## src/hw/eipv_pkg.sv

```systemverilog
// Package for the external interrupt poll and vectoring block.
// Assumes a 16-bit machine word; bit positions are MSB-first (machine bit 0 = index 15).
package eipv_pkg;
  // Wishbone byte offsets
  localparam logic [7:0] OFS_STATUS   = 8'h00;
  localparam logic [7:0] OFS_EXT_STAT = 8'h04;
  localparam logic [7:0] OFS_INT_ADDR = 8'h08;
  localparam logic [7:0] OFS_CMD      = 8'h0C;
  localparam logic [7:0] OFS_VECTOR   = 8'h10;
  localparam logic [7:0] OFS_FRAME    = 8'h14;
  localparam logic [7:0] OFS_DRT_ADDR = 8'h18;
  localparam logic [7:0] OFS_CONFIG   = 8'h1C;
  localparam logic [7:0] OFS_DQ_WORD  = 8'h20;
  localparam logic [7:0] OFS_LABEL    = 8'h24;
  // Status word values and fields
  localparam logic [15:0] STATUS_RST      = 16'h0000;
  localparam logic [15:0] STATUS_INTERNAL = 16'h8001;
  localparam logic [15:0] STATUS_EXTERNAL = 16'hC000;
  localparam int          STATUS_TRAP_BIT = 13;
  // Extended status bit positions
  localparam int EXT_PEND_BIT  = 7;
  localparam int EXT_ICS_BIT   = 6;
  localparam int EXT_DISP_BIT  = 5;
  localparam int EXT_ACT_BIT   = 4;
  localparam int EXT_LBLER_BIT = 3;
  // Segments, vectors and trap causes
  localparam logic [7:0] SEG_INTERNAL    = 8'h01;
  localparam logic [7:0] STT_STACK_OVF   = 8'h18;
  localparam logic [7:0] STT_USER_TRAP   = 8'h19;
  localparam logic [4:0] TRAP_FIRST      = 5'h01;
  localparam logic [4:0] TRAP_GAP_LO     = 5'h05;
  localparam logic [4:0] TRAP_GAP_HI     = 5'h08;
  localparam logic [4:0] TRAP_LAST       = 5'h10;
  // Interrupt stack pointers in fixed memory
  localparam logic [3:0] QI_ADDR_CPU1    = 4'h5;
  localparam logic [3:0] ZI_ADDR_CPU1    = 4'h6;
  localparam logic [3:0] QI_ADDR_CPU2    = 4'h9;
  localparam logic [3:0] ZI_ADDR_CPU2    = 4'hA;
  // Stack marker layout
  localparam logic [3:0] MARK_WORDS_ICS  = 4'h6;
  localparam logic [3:0] MARK_WORDS_STD  = 4'h4;
  localparam logic [3:0] PARAM_OFS_ICS   = 4'h3;
  localparam logic [3:0] PARAM_OFS_STD   = 4'h1;
  // Device reference table: four words per entry
  localparam logic [15:0] DRT_LABEL_OFS  = 16'h0001;
  localparam logic [15:0] DRT_DATA_OFS   = 16'h0002;
  localparam int          DEVNUM_W       = 8;
  // Commands
  typedef enum logic [3:0] {
    CMD_NONE      = 4'h0,
    CMD_EXT_TAKE  = 4'h1,
    CMD_INTERNAL  = 4'h2,
    CMD_USER_TRAP = 4'h3,
    CMD_STACK_OVF = 4'h4,
    CMD_INTERRUPT_EXIT_INSTRUCTION      = 4'h5,
    CMD_DISP_ENT  = 4'h6,
    CMD_DISP_END  = 4'h7,
    CMD_ICS_LEAVE = 4'h8
  } eipv_cmd_t;
  // Poll sequencer, Gray from IDLE through WAIT to DROP
  typedef enum logic [1:0] {
    POLL_IDLE = 2'b00,
    POLL_WAIT = 2'b01,
    POLL_DROP = 2'b11
  } eipv_poll_t;
endpackage : eipv_pkg

```

## src/hw/eipv_ctrl.sv

```systemverilog
// External interrupt poll and vectoring controller, with Wishbone register access.
// Assumes device controllers on a daisy-chained poll line answer asynchronously,
// holding the device number stable while its valid strobe is high.
//
// Summary of operation
// - Internal handlers live in segment 1; device handlers must use another segment.
// - A pending external interrupt is recorded in extended status bit 8.
// - The external interrupt parameter is the interrupting device number.
// - Stack overflow vectors via entry 30 octal, user traps via entry 31 octal.
// - User trap parameter is a cause code from 1 to 5 or 10 to 20 octal.
// - User traps are taken only while the status trap enable bit is set.
// - Interrupt stack markers hold six words; parameter sits at marker plus 3.
// - Dispatcher delta-Q word reads zero in bits 1-15; bit 0 is settable.
// - Dispatcher flag set on dispatcher entry, cleared on finish or interrupt.
// - Interrupt stack flag set on switching to it, held while it is current.
// - Stack base/limit at words 5,6 for CPU 1, 11,12 octal for CPU 2.
// - Base value addresses the dispatcher delta-Q word; limit bounds the stack.
// - External handlers run with external interrupts enabled, internal ones disabled.
// - The poll activates only the highest priority requesting controller.
// - Nonzero number: latch it, signal CPU, set bit 8, release the poll.
// - Zero number: ignore, release the poll, do not notify the CPU.
// - Label from second DEVICE_REFERENCE_TABLE word selects code segment; transfer entry gives start.
// - Interrupt exit from external code sends reset to the interrupting controller.
// - Internal interrupt entry loads status with octal 100001.
// - External interrupt entry loads status with octal 140000.
// - Priority follows poll chain position only, never the device number.
`timescale 1ns/10ps
`default_nettype none
module eipv_ctrl (
  // Clock and reset
  input  wire logic                 SYS_CLK,
  input  wire logic                 RST_N,
  // Wishbone slave
  input  wire logic                 CYC_I,
  input  wire logic                 STB_I,
  input  wire logic                 WE_I,
  input  wire logic [7:0]           ADR_I,
  input  wire logic [3:0]           SEL_I,
  input  wire logic [31:0]          DAT_I,
  output var  logic [31:0]          DAT_O,
  output var  logic                 ACK_O,
  // Poll chain toward device controllers
  input  wire logic                 INT_REQ,
  input  wire logic                 DEV_NUM_VALID,
  input  wire logic [7:0]           DEV_NUM,
  output var  logic                 INT_POLL,
  // Reset command toward the interrupting controller
  output var  logic                 DEV_RESET,
  output var  logic [7:0]           DEV_RESET_NUM,
  // CPU side
  output var  logic                 CPU_EXT_INT
);

  // ==========================================================
  // Pin synchronisers
  logic       req_s1_reg, req_s2_reg, vld_s1_reg, vld_s2_reg;
  logic [7:0] num_s1_reg, num_s2_reg;

  always_ff @(posedge SYS_CLK)
  begin
    if (!RST_N)
    begin
      req_s1_reg <= 1'b0;
      req_s2_reg <= 1'b0;
      vld_s1_reg <= 1'b0;
      vld_s2_reg <= 1'b0;
      num_s1_reg <= 8'h00;
      num_s2_reg <= 8'h00;
    end
    else
    begin
      req_s1_reg <= INT_REQ;
      req_s2_reg <= req_s1_reg;
      vld_s1_reg <= DEV_NUM_VALID;
      vld_s2_reg <= vld_s1_reg;
      num_s1_reg <= DEV_NUM;
      num_s2_reg <= num_s1_reg;
    end
  end

  // ==========================================================
  // Functions
  function automatic logic trap_cause_ok(input logic [4:0] c);
    trap_cause_ok = ((c >= eipv_pkg::TRAP_FIRST) && (c <= eipv_pkg::TRAP_GAP_LO)) ||
                    ((c >= eipv_pkg::TRAP_GAP_HI) && (c <= eipv_pkg::TRAP_LAST));
  endfunction : trap_cause_ok

  function automatic logic [15:0] drt_word(input logic [7:0] dev, input logic [15:0] ofs);
    drt_word = {6'h00, dev, 2'b00} + ofs;
  endfunction : drt_word

  // ==========================================================
  // Bus decode
  logic        ack_reg;
  logic        bus_req;
  logic        wr_hit;
  logic [15:0] wdata;
  logic        wr_cmd;
  eipv_pkg::eipv_cmd_t cmd;

  assign bus_req = CYC_I && STB_I && !ack_reg;
  assign wr_hit  = bus_req && WE_I;
  assign wdata   = {SEL_I[1] ? DAT_I[15:8] : 8'h00, SEL_I[0] ? DAT_I[7:0] : 8'h00};
  assign wr_cmd  = wr_hit && (ADR_I == eipv_pkg::OFS_CMD) && SEL_I[0];
  assign cmd     = wr_cmd ? eipv_pkg::eipv_cmd_t'(DAT_I[3:0]) : eipv_pkg::CMD_NONE;

  // ==========================================================
  // Core state
  logic [15:0] status_reg;
  logic        pend_reg, ics_reg, disp_reg, ext_act_reg, lbl_err_reg, cpu_sel_reg, dq_b0_reg;
  logic [7:0]  int_addr_reg, stt_reg;
  logic [15:0] param_reg;
  logic        ics_mark_reg;
  logic        dev_rst_reg;
  logic [7:0]  dev_rst_num_reg;
  logic        trap_take, poll_latch;
  eipv_pkg::eipv_poll_t poll_reg, poll_next;

  assign trap_take  = (cmd == eipv_pkg::CMD_USER_TRAP) && trap_cause_ok(DAT_I[12:8]) &&
                      status_reg[eipv_pkg::STATUS_TRAP_BIT];
  assign poll_latch = (poll_reg == eipv_pkg::POLL_WAIT) && vld_s2_reg && (num_s2_reg != 8'h00);

  // ==========================================================
  // Poll sequencer
  always_comb
  begin
    poll_next = poll_reg;
    case (poll_reg)
      eipv_pkg::POLL_IDLE:
        if (req_s2_reg && !pend_reg)
          poll_next = eipv_pkg::POLL_WAIT;
      eipv_pkg::POLL_WAIT:
        if (vld_s2_reg)
          poll_next = eipv_pkg::POLL_DROP;
      eipv_pkg::POLL_DROP:
        if (!vld_s2_reg)
          poll_next = eipv_pkg::POLL_IDLE;
      default:
        poll_next = eipv_pkg::POLL_IDLE;
    endcase
  end

  // Single poll line: chain position alone decides who answers
  always_ff @(posedge SYS_CLK)
  begin
    if (!RST_N)
    begin
      poll_reg <= eipv_pkg::POLL_IDLE;
      INT_POLL <= 1'b0;
    end
    else
    begin
      poll_reg <= poll_next;
      INT_POLL <= (poll_next == eipv_pkg::POLL_WAIT);
    end
  end

  // Device number latch; zero answers are dropped silently
  always_ff @(posedge SYS_CLK)
  begin
    if (!RST_N)
      int_addr_reg <= 8'h00;
    else if (poll_latch)
      int_addr_reg <= num_s2_reg;
  end

  // Pending external flag: new latch wins over CPU take
  always_ff @(posedge SYS_CLK)
  begin
    if (!RST_N)
    begin
      pend_reg    <= 1'b0;
      CPU_EXT_INT <= 1'b0;
    end
    else
    begin
      if (poll_latch)
        pend_reg <= 1'b1;
      else if (cmd == eipv_pkg::CMD_EXT_TAKE)
        pend_reg <= 1'b0;
      CPU_EXT_INT <= poll_latch || (pend_reg && cmd != eipv_pkg::CMD_EXT_TAKE);
    end
  end

  // ==========================================================
  // Status word
  always_ff @(posedge SYS_CLK)
  begin
    if (!RST_N)
      status_reg <= eipv_pkg::STATUS_RST;
    else if (cmd == eipv_pkg::CMD_EXT_TAKE && pend_reg)
      status_reg <= eipv_pkg::STATUS_EXTERNAL;
    else if (cmd == eipv_pkg::CMD_INTERNAL || cmd == eipv_pkg::CMD_STACK_OVF || trap_take)
      status_reg <= eipv_pkg::STATUS_INTERNAL;
    else if (wr_hit && ADR_I == eipv_pkg::OFS_LABEL && ext_act_reg && DAT_I[7:0] != eipv_pkg::SEG_INTERNAL)
      status_reg <= {status_reg[15:8], DAT_I[7:0]};
    else if (wr_hit && ADR_I == eipv_pkg::OFS_STATUS)
      status_reg <= wdata;
  end

  // ==========================================================
  // Vector and parameter
  always_ff @(posedge SYS_CLK)
  begin
    if (!RST_N)
    begin
      stt_reg      <= 8'h00;
      param_reg    <= 16'h0000;
      ics_mark_reg <= 1'b0;
    end
    else
    begin
      case (cmd)
        eipv_pkg::CMD_EXT_TAKE:
          if (pend_reg)
          begin
            stt_reg      <= 8'h00;
            param_reg    <= {8'h00, int_addr_reg};
            ics_mark_reg <= 1'b1;
          end
        eipv_pkg::CMD_INTERNAL:
        begin
          stt_reg      <= {3'b000, DAT_I[12:8]};
          param_reg    <= DAT_I[31:16];
          ics_mark_reg <= DAT_I[13];
        end
        eipv_pkg::CMD_STACK_OVF:
        begin
          stt_reg      <= eipv_pkg::STT_STACK_OVF;
          param_reg    <= DAT_I[31:16];
          ics_mark_reg <= 1'b1;
        end
        eipv_pkg::CMD_USER_TRAP:
          if (trap_take)
          begin
            stt_reg      <= eipv_pkg::STT_USER_TRAP;
            param_reg    <= {11'h000, DAT_I[12:8]};
            ics_mark_reg <= 1'b0;
          end
        default:
          stt_reg <= stt_reg;
      endcase
    end
  end

  // ==========================================================
  // Stack and dispatcher flags
  always_ff @(posedge SYS_CLK)
  begin
    if (!RST_N)
    begin
      ics_reg  <= 1'b0;
      disp_reg <= 1'b0;
    end
    else
    begin
      if ((cmd == eipv_pkg::CMD_EXT_TAKE && pend_reg) || cmd == eipv_pkg::CMD_STACK_OVF ||
          (cmd == eipv_pkg::CMD_INTERNAL && DAT_I[13]) || cmd == eipv_pkg::CMD_DISP_ENT)
        ics_reg <= 1'b1;
      else if (cmd == eipv_pkg::CMD_ICS_LEAVE)
        ics_reg <= 1'b0;
      if (cmd == eipv_pkg::CMD_DISP_ENT)
        disp_reg <= 1'b1;
      else if (cmd == eipv_pkg::CMD_DISP_END || (cmd == eipv_pkg::CMD_EXT_TAKE && pend_reg) ||
               cmd == eipv_pkg::CMD_INTERNAL || cmd == eipv_pkg::CMD_STACK_OVF || trap_take)
        disp_reg <= 1'b0;
    end
  end

  // ==========================================================
  // External handler tracking and controller reset
  always_ff @(posedge SYS_CLK)
  begin
    if (!RST_N)
    begin
      ext_act_reg     <= 1'b0;
      lbl_err_reg     <= 1'b0;
      dev_rst_reg     <= 1'b0;
      dev_rst_num_reg <= 8'h00;
    end
    else
    begin
      dev_rst_reg <= 1'b0;
      if (cmd == eipv_pkg::CMD_EXT_TAKE && pend_reg)
        ext_act_reg <= 1'b1;
      else if (cmd == eipv_pkg::CMD_INTERRUPT_EXIT_INSTRUCTION && ext_act_reg)
      begin
        ext_act_reg     <= 1'b0;
        dev_rst_reg     <= 1'b1;
        dev_rst_num_reg <= int_addr_reg;
      end
      // Device handler pointing into the internal segment is refused
      if (wr_hit && ADR_I == eipv_pkg::OFS_LABEL)
        lbl_err_reg <= ext_act_reg && (DAT_I[7:0] == eipv_pkg::SEG_INTERNAL);
    end
  end

  assign DEV_RESET     = dev_rst_reg;
  assign DEV_RESET_NUM = dev_rst_num_reg;

  // ==========================================================
  // Configuration and dispatcher marker word
  always_ff @(posedge SYS_CLK)
  begin
    if (!RST_N)
    begin
      cpu_sel_reg <= 1'b0;
      dq_b0_reg   <= 1'b0;
    end
    else
    begin
      if (wr_hit && ADR_I == eipv_pkg::OFS_CONFIG && SEL_I[0])
        cpu_sel_reg <= DAT_I[0];
      if (wr_hit && ADR_I == eipv_pkg::OFS_DQ_WORD && SEL_I[1])
        dq_b0_reg <= DAT_I[15];
    end
  end

  // ==========================================================
  // Read mux and acknowledge
  logic [31:0] rd_data;
  logic [15:0] ext_stat;
  logic [3:0]  qi_addr, zi_addr;

  assign qi_addr = cpu_sel_reg ? eipv_pkg::QI_ADDR_CPU2 : eipv_pkg::QI_ADDR_CPU1;
  assign zi_addr = cpu_sel_reg ? eipv_pkg::ZI_ADDR_CPU2 : eipv_pkg::ZI_ADDR_CPU1;

  always_comb
  begin
    ext_stat = 16'h0000;
    ext_stat[eipv_pkg::EXT_PEND_BIT]  = pend_reg;
    ext_stat[eipv_pkg::EXT_ICS_BIT]   = ics_reg;
    ext_stat[eipv_pkg::EXT_DISP_BIT]  = disp_reg;
    ext_stat[eipv_pkg::EXT_ACT_BIT]   = ext_act_reg;
    ext_stat[eipv_pkg::EXT_LBLER_BIT] = lbl_err_reg;
    case (ADR_I)
      eipv_pkg::OFS_STATUS:   rd_data = {16'h0000, status_reg};
      eipv_pkg::OFS_EXT_STAT: rd_data = {16'h0000, ext_stat};
      eipv_pkg::OFS_INT_ADDR: rd_data = {24'h000000, int_addr_reg};
      eipv_pkg::OFS_VECTOR:   rd_data = {param_reg, 8'h00, stt_reg};
      eipv_pkg::OFS_FRAME:
        rd_data = {16'h0000,
                   ics_mark_reg ? eipv_pkg::PARAM_OFS_ICS : eipv_pkg::PARAM_OFS_STD,
                   ics_mark_reg ? eipv_pkg::MARK_WORDS_ICS : eipv_pkg::MARK_WORDS_STD,
                   zi_addr, qi_addr};
      eipv_pkg::OFS_DRT_ADDR:
        rd_data = {drt_word(int_addr_reg, eipv_pkg::DRT_DATA_OFS),
                   drt_word(int_addr_reg, eipv_pkg::DRT_LABEL_OFS)};
      eipv_pkg::OFS_CONFIG:   rd_data = {31'h00000000, cpu_sel_reg};
      eipv_pkg::OFS_DQ_WORD:  rd_data = {16'h0000, dq_b0_reg, 15'h0000};
      default:                rd_data = 32'h00000000;
    endcase
  end

  // One wait-free answer per request; ack falls the cycle after
  always_ff @(posedge SYS_CLK)
  begin
    if (!RST_N)
    begin
      ack_reg <= 1'b0;
      DAT_O   <= 32'h00000000;
    end
    else
    begin
      ack_reg <= bus_req;
      if (bus_req && !WE_I)
        DAT_O <= rd_data;
    end
  end

  assign ACK_O = ack_reg;

endmodule : eipv_ctrl
`default_nettype wire

```

## config.mk

```make
export PLATFORM = sky130hd
export DESIGN_NAME = eipv_ctrl
export DESIGN_NICKNAME = d
export VERILOG_FILES = /design/src/hw/eipv_pkg.sv /design/src/hw/eipv_ctrl.sv
export SDC_FILE = /design/constraint.sdc
export NUM_CORES = 1
export LEC_CHECK = 0
export BUFFER_PORTS_ARGS = -buffer_cell sky130_fd_sc_hd__buf_2
export CORE_ASPECT_RATIO = 1.2
export CORE_MARGIN = 10
export CORE_UTILIZATION = 54
export DETAILED_ROUTE_END_ITERATION = 10
export GPL_ROUTABILITY_DRIVEN = 0
export MAX_ROUTING_LAYER = met4
export PLACE_DENSITY_LB_ADDON = 0.1
export REMOVE_ABC_BUFFERS = 1
export SYNTH_ARGS = -nofsm -noshare
export SYNTH_HDL_FRONTEND = slang
export SYNTH_SLANG_ARGS = --single-unit
```

## constraint.sdc

```tcl
create_clock -name SYS_CLK -period 3.5 [get_ports SYS_CLK]
set_input_delay 0.7 -clock SYS_CLK [delete_from_list [all_inputs] [get_ports SYS_CLK]]
set_output_delay 0.7 -clock SYS_CLK [all_outputs]
set_load 0.02 [all_outputs]
```

==> impl_results.md <==
* Status: finished clean
* Number of flops mapped to enable cells by yosys at 0
* CP Launch Point: ADR_I[5]
* Post-synthesis sequential area ratio at approximately 49%
* Setup TNS at 0 ns
* Gr usage total at around 22%
* Num rows at 37
* Worst path bufs/invs at 1
* Core region area at 0.00870 mm²
* FF-to-FF Start: ACK_O
* DRC at 0
* Hold WC Path Type: in -> reg
* Period utilization at 83.9%
* Hold buffer count at CTS at 0
* Slowest cell delay on critical path at a little over 0.8 ns
* Critical Path End Type: flip-flop
* Clock Sinks at 119
* CTS resizes at 0
* ANT cells at 0
* Vias per cell at approximately 5.9
* Fin. max-slew vios at 0
* Number of setup buffers added after CTS at 0
* Wire per inst at around 18 µm
* First-pass DRT Iterations at 5
* Input/output buffers at 100
* Worst Path Required at just under 4 ns
* Min Clock Period, post-route at 2.94 ns
* Clk Latency, worst-skew pair at approximately 0.52 ns
* Yosys Warn Count at 0
* LEAKAGE at ~2.5 nW
* Relative slew slack at 22.4%
* Initial antenna violation count at 0
* Post-layout nets at just over 700
* IO Pins at 103
* Crit start category: input port
* Vias in the first global route at between 4k and 5k
* Layout cell share with drive strength beyond 1 at 24.8%
* CP max FO at 13
* Final Hold Viols at 0
* Cell class contributing the biggest share of worst-path delay: simple AND/OR/NAND/NOR gates
* CTS tree: built
* CTS H-Tree Depth at 4
* Die area at between 0.01 and 0.015 mm²
* Max cap viols at 0
* Synth unique cells at 56
* WS Path Type: in -> reg
* FF+latch count, synth at about 120
* Most used flip-flop cell after synthesis: dfxtp_1
* Grt total ovfl at 0
* Largest net degree at the start of global routing at 41
* Slowest CP cell: o311ai_2
* Die Wd at approximately 110 µm
* Max reg flops at 32
* RSZ-0062 raised after global routing: false
* Initial DRC Count at around 350
* WL final at between 10 and 15 mm
* Setup Viol. Count Final at 0
* Clock Path Buffers at 2
* Post-route setup slack at about 0.56 ns
* VDD IR-drop max at approximately 490 µV
* Avg Synthesized Cell Area at between 8 and 9 µm²
* Async set or reset register ratio after synthesis at 0%
* Post-place setup slack at between 0.07 and 0.08 ns
* Skew final at 0.00513 ns
* Hold Crit Start: DEV_NUM[6]
* Global-route wire length before repair at 23.2 mm
* Flop2flop setup slack at about 0.74 ns
* Crit path top cell by count: or4_1
* Synthesized instance count at approximately 560
* Worst slew pin tran at 1.15 ns
* PwrDens at approximately 530 mW/mm²
* CTS buffer count at 17
* DPL Wire Length at approximately 10 mm
* Number of fill cells at 732
* Antenna Violating Nets Remaining at 0
* Register clock-pin slew on the reported worst setup and hold paths at around 0.060 ns
* Cell Area, Synth at around 0.0049 mm²
* Chip Height at between 100 and 150 µm
* WP data arrival at 3.39 ns
* Synthesis-to-finish area growth at 24.5%
* Starting density of the core at 56.2%
* Via count at 4662
* Crit path cell chain: buf_2 -> or4_1 -> or4_1 -> o311ai_2 -> o2111ai_1 -> a21oi_1
* Maximum clock rate at approximately 340 MHz
* CTS Root Buffer Type: clkbuf_8
power by group:
| group | internal (mW) | switching, mW |
|---|---|---|
| Combinational | 0.0586 | 0.101 |
| Sequential | 1.37 | 0.00780 |
| Clock | 1.03 | 0.662 |
| Total | 2.46 | 0.771 |
worst paths after layout:
path	endpoint	cells past startpoint
worst max register to register	param_reg[3]	5
worst max-delay path	stt_reg[0]	6
worst min-delay path	num_s1_reg[6]	2
worst min register to register	num_s2_reg[5]	1
metal layers:
layer,vias up,GRT usage (%),share of wire [%],wire length (µm)
met2,230,36.4,50,7240
met3,39,6.30,7.9,1140
li1,2231,-,-,-
met5,-,-,0,0
met4,0,9.77,3.1,445
met1,2162,24.8,39,5680
stage by stage:
stage / instance area, µm² / utilization (%) / instances / total power, mW / hold WS, ns
finish: 6090 / 70.0 / 791 / 3.23 / 0.380
CTS: 6090 / 70.0 / 791 / 3.24 / 0.371
global route: 6090 / 70.0 / 791 / 3.32 / 0.372
global placement: 5500 / 63.2 / 759 / 1.57 / 0.413
detailed placement: 5500 / 63.2 / 759 / 1.57 / 0.418
floorplan: 4730 / - / 525 / 1.48 / 0.412
cells by family after synthesis:
family                 after synthesis  synth area share [%]
AO/OA/AOI/OAI                      146                  19.8
XOR/XNOR                             1                 0.179
buffers and inverters               44                  3.79
flip-flops                         119                  48.7
multiplexers                        22                  4.56
AND/OR/NAND/NOR                    230                  23.0
synthesized netlist by cell type (all sizes together), types with 2 or more instances:
| cell | number | area share, % |
|---|---|---|
| o311ai | 2 | 0.51 |
| buf | 8 | 1.0 |
| a21o | 2 | 0.31 |
| a31oi | 8 | 1.0 |
| nor2b | 4 | 0.51 |
| dfxtp | 119 | 49 |
| or2 | 3 | 0.38 |
| inv | 7 | 0.54 |
| and2 | 20 | 2.6 |
| and3 | 3 | 0.38 |
| nor2 | 71 | 5.5 |
| a21oi | 48 | 4.9 |
| clkbuf | 29 | 2.2 |
| or4 | 4 | 0.69 |
| or4b | 5 | 1.0 |
| a221oi | 12 | 2.1 |
| a22oi | 27 | 4.5 |
| or3 | 2 | 0.26 |
| nand3 | 28 | 2.9 |
| mux2i | 20 | 4.1 |
| o21ai | 25 | 2.6 |
| a211oi | 2 | 0.31 |
| nor3 | 14 | 1.6 |
| o21bai | 2 | 0.31 |
| nor4 | 7 | 0.90 |
| nand2 | 57 | 4.4 |
| nand4 | 3 | 0.38 |
| a22o | 6 | 1.1 |
| mux2 | 2 | 0.46 |
| nor4b | 3 | 0.54 |
| o2111ai | 2 | 0.36 |
cells in the final DEF (no fill, tap or decap), types with 12 or more instances in the layout:
| cell | count |
|---|---|
| a221oi_1 | 12 |
| nand2_1 | 57 |
| a21oi_1 | 48 |
| clkbuf_16 | 16 |
| and2_1 | 20 |
| buf_2 | 100 |
| nor2_1 | 71 |
| nand3_1 | 28 |
| o21ai_0 | 25 |
| dfxtp_1 | 119 |
| a22oi_1 | 24 |
| nor3_1 | 12 |
| buf_4 | 17 |
| mux2i_1 | 20 |
area by class of cell:
| class | count | area, µm² | area share (%) |
|---|---|---|---|
| Timing Repair Buffer | 117 | 628 | 10.3 |
| Clock buffer | 17 | 414 | 6.80 |
| Clock inverter | 15 | 170 | 2.79 |
| Sequential cell | 119 | 2380 | 39.1 |
| Inverter | 7 | 26.3 | 0.432 |
| Tap cell | 117 | 146 | 2.40 |
| Multi-Input combinational cell | 399 | 2320 | 38.1 |
No activity file was read; power rests on OpenSTA's default activity.
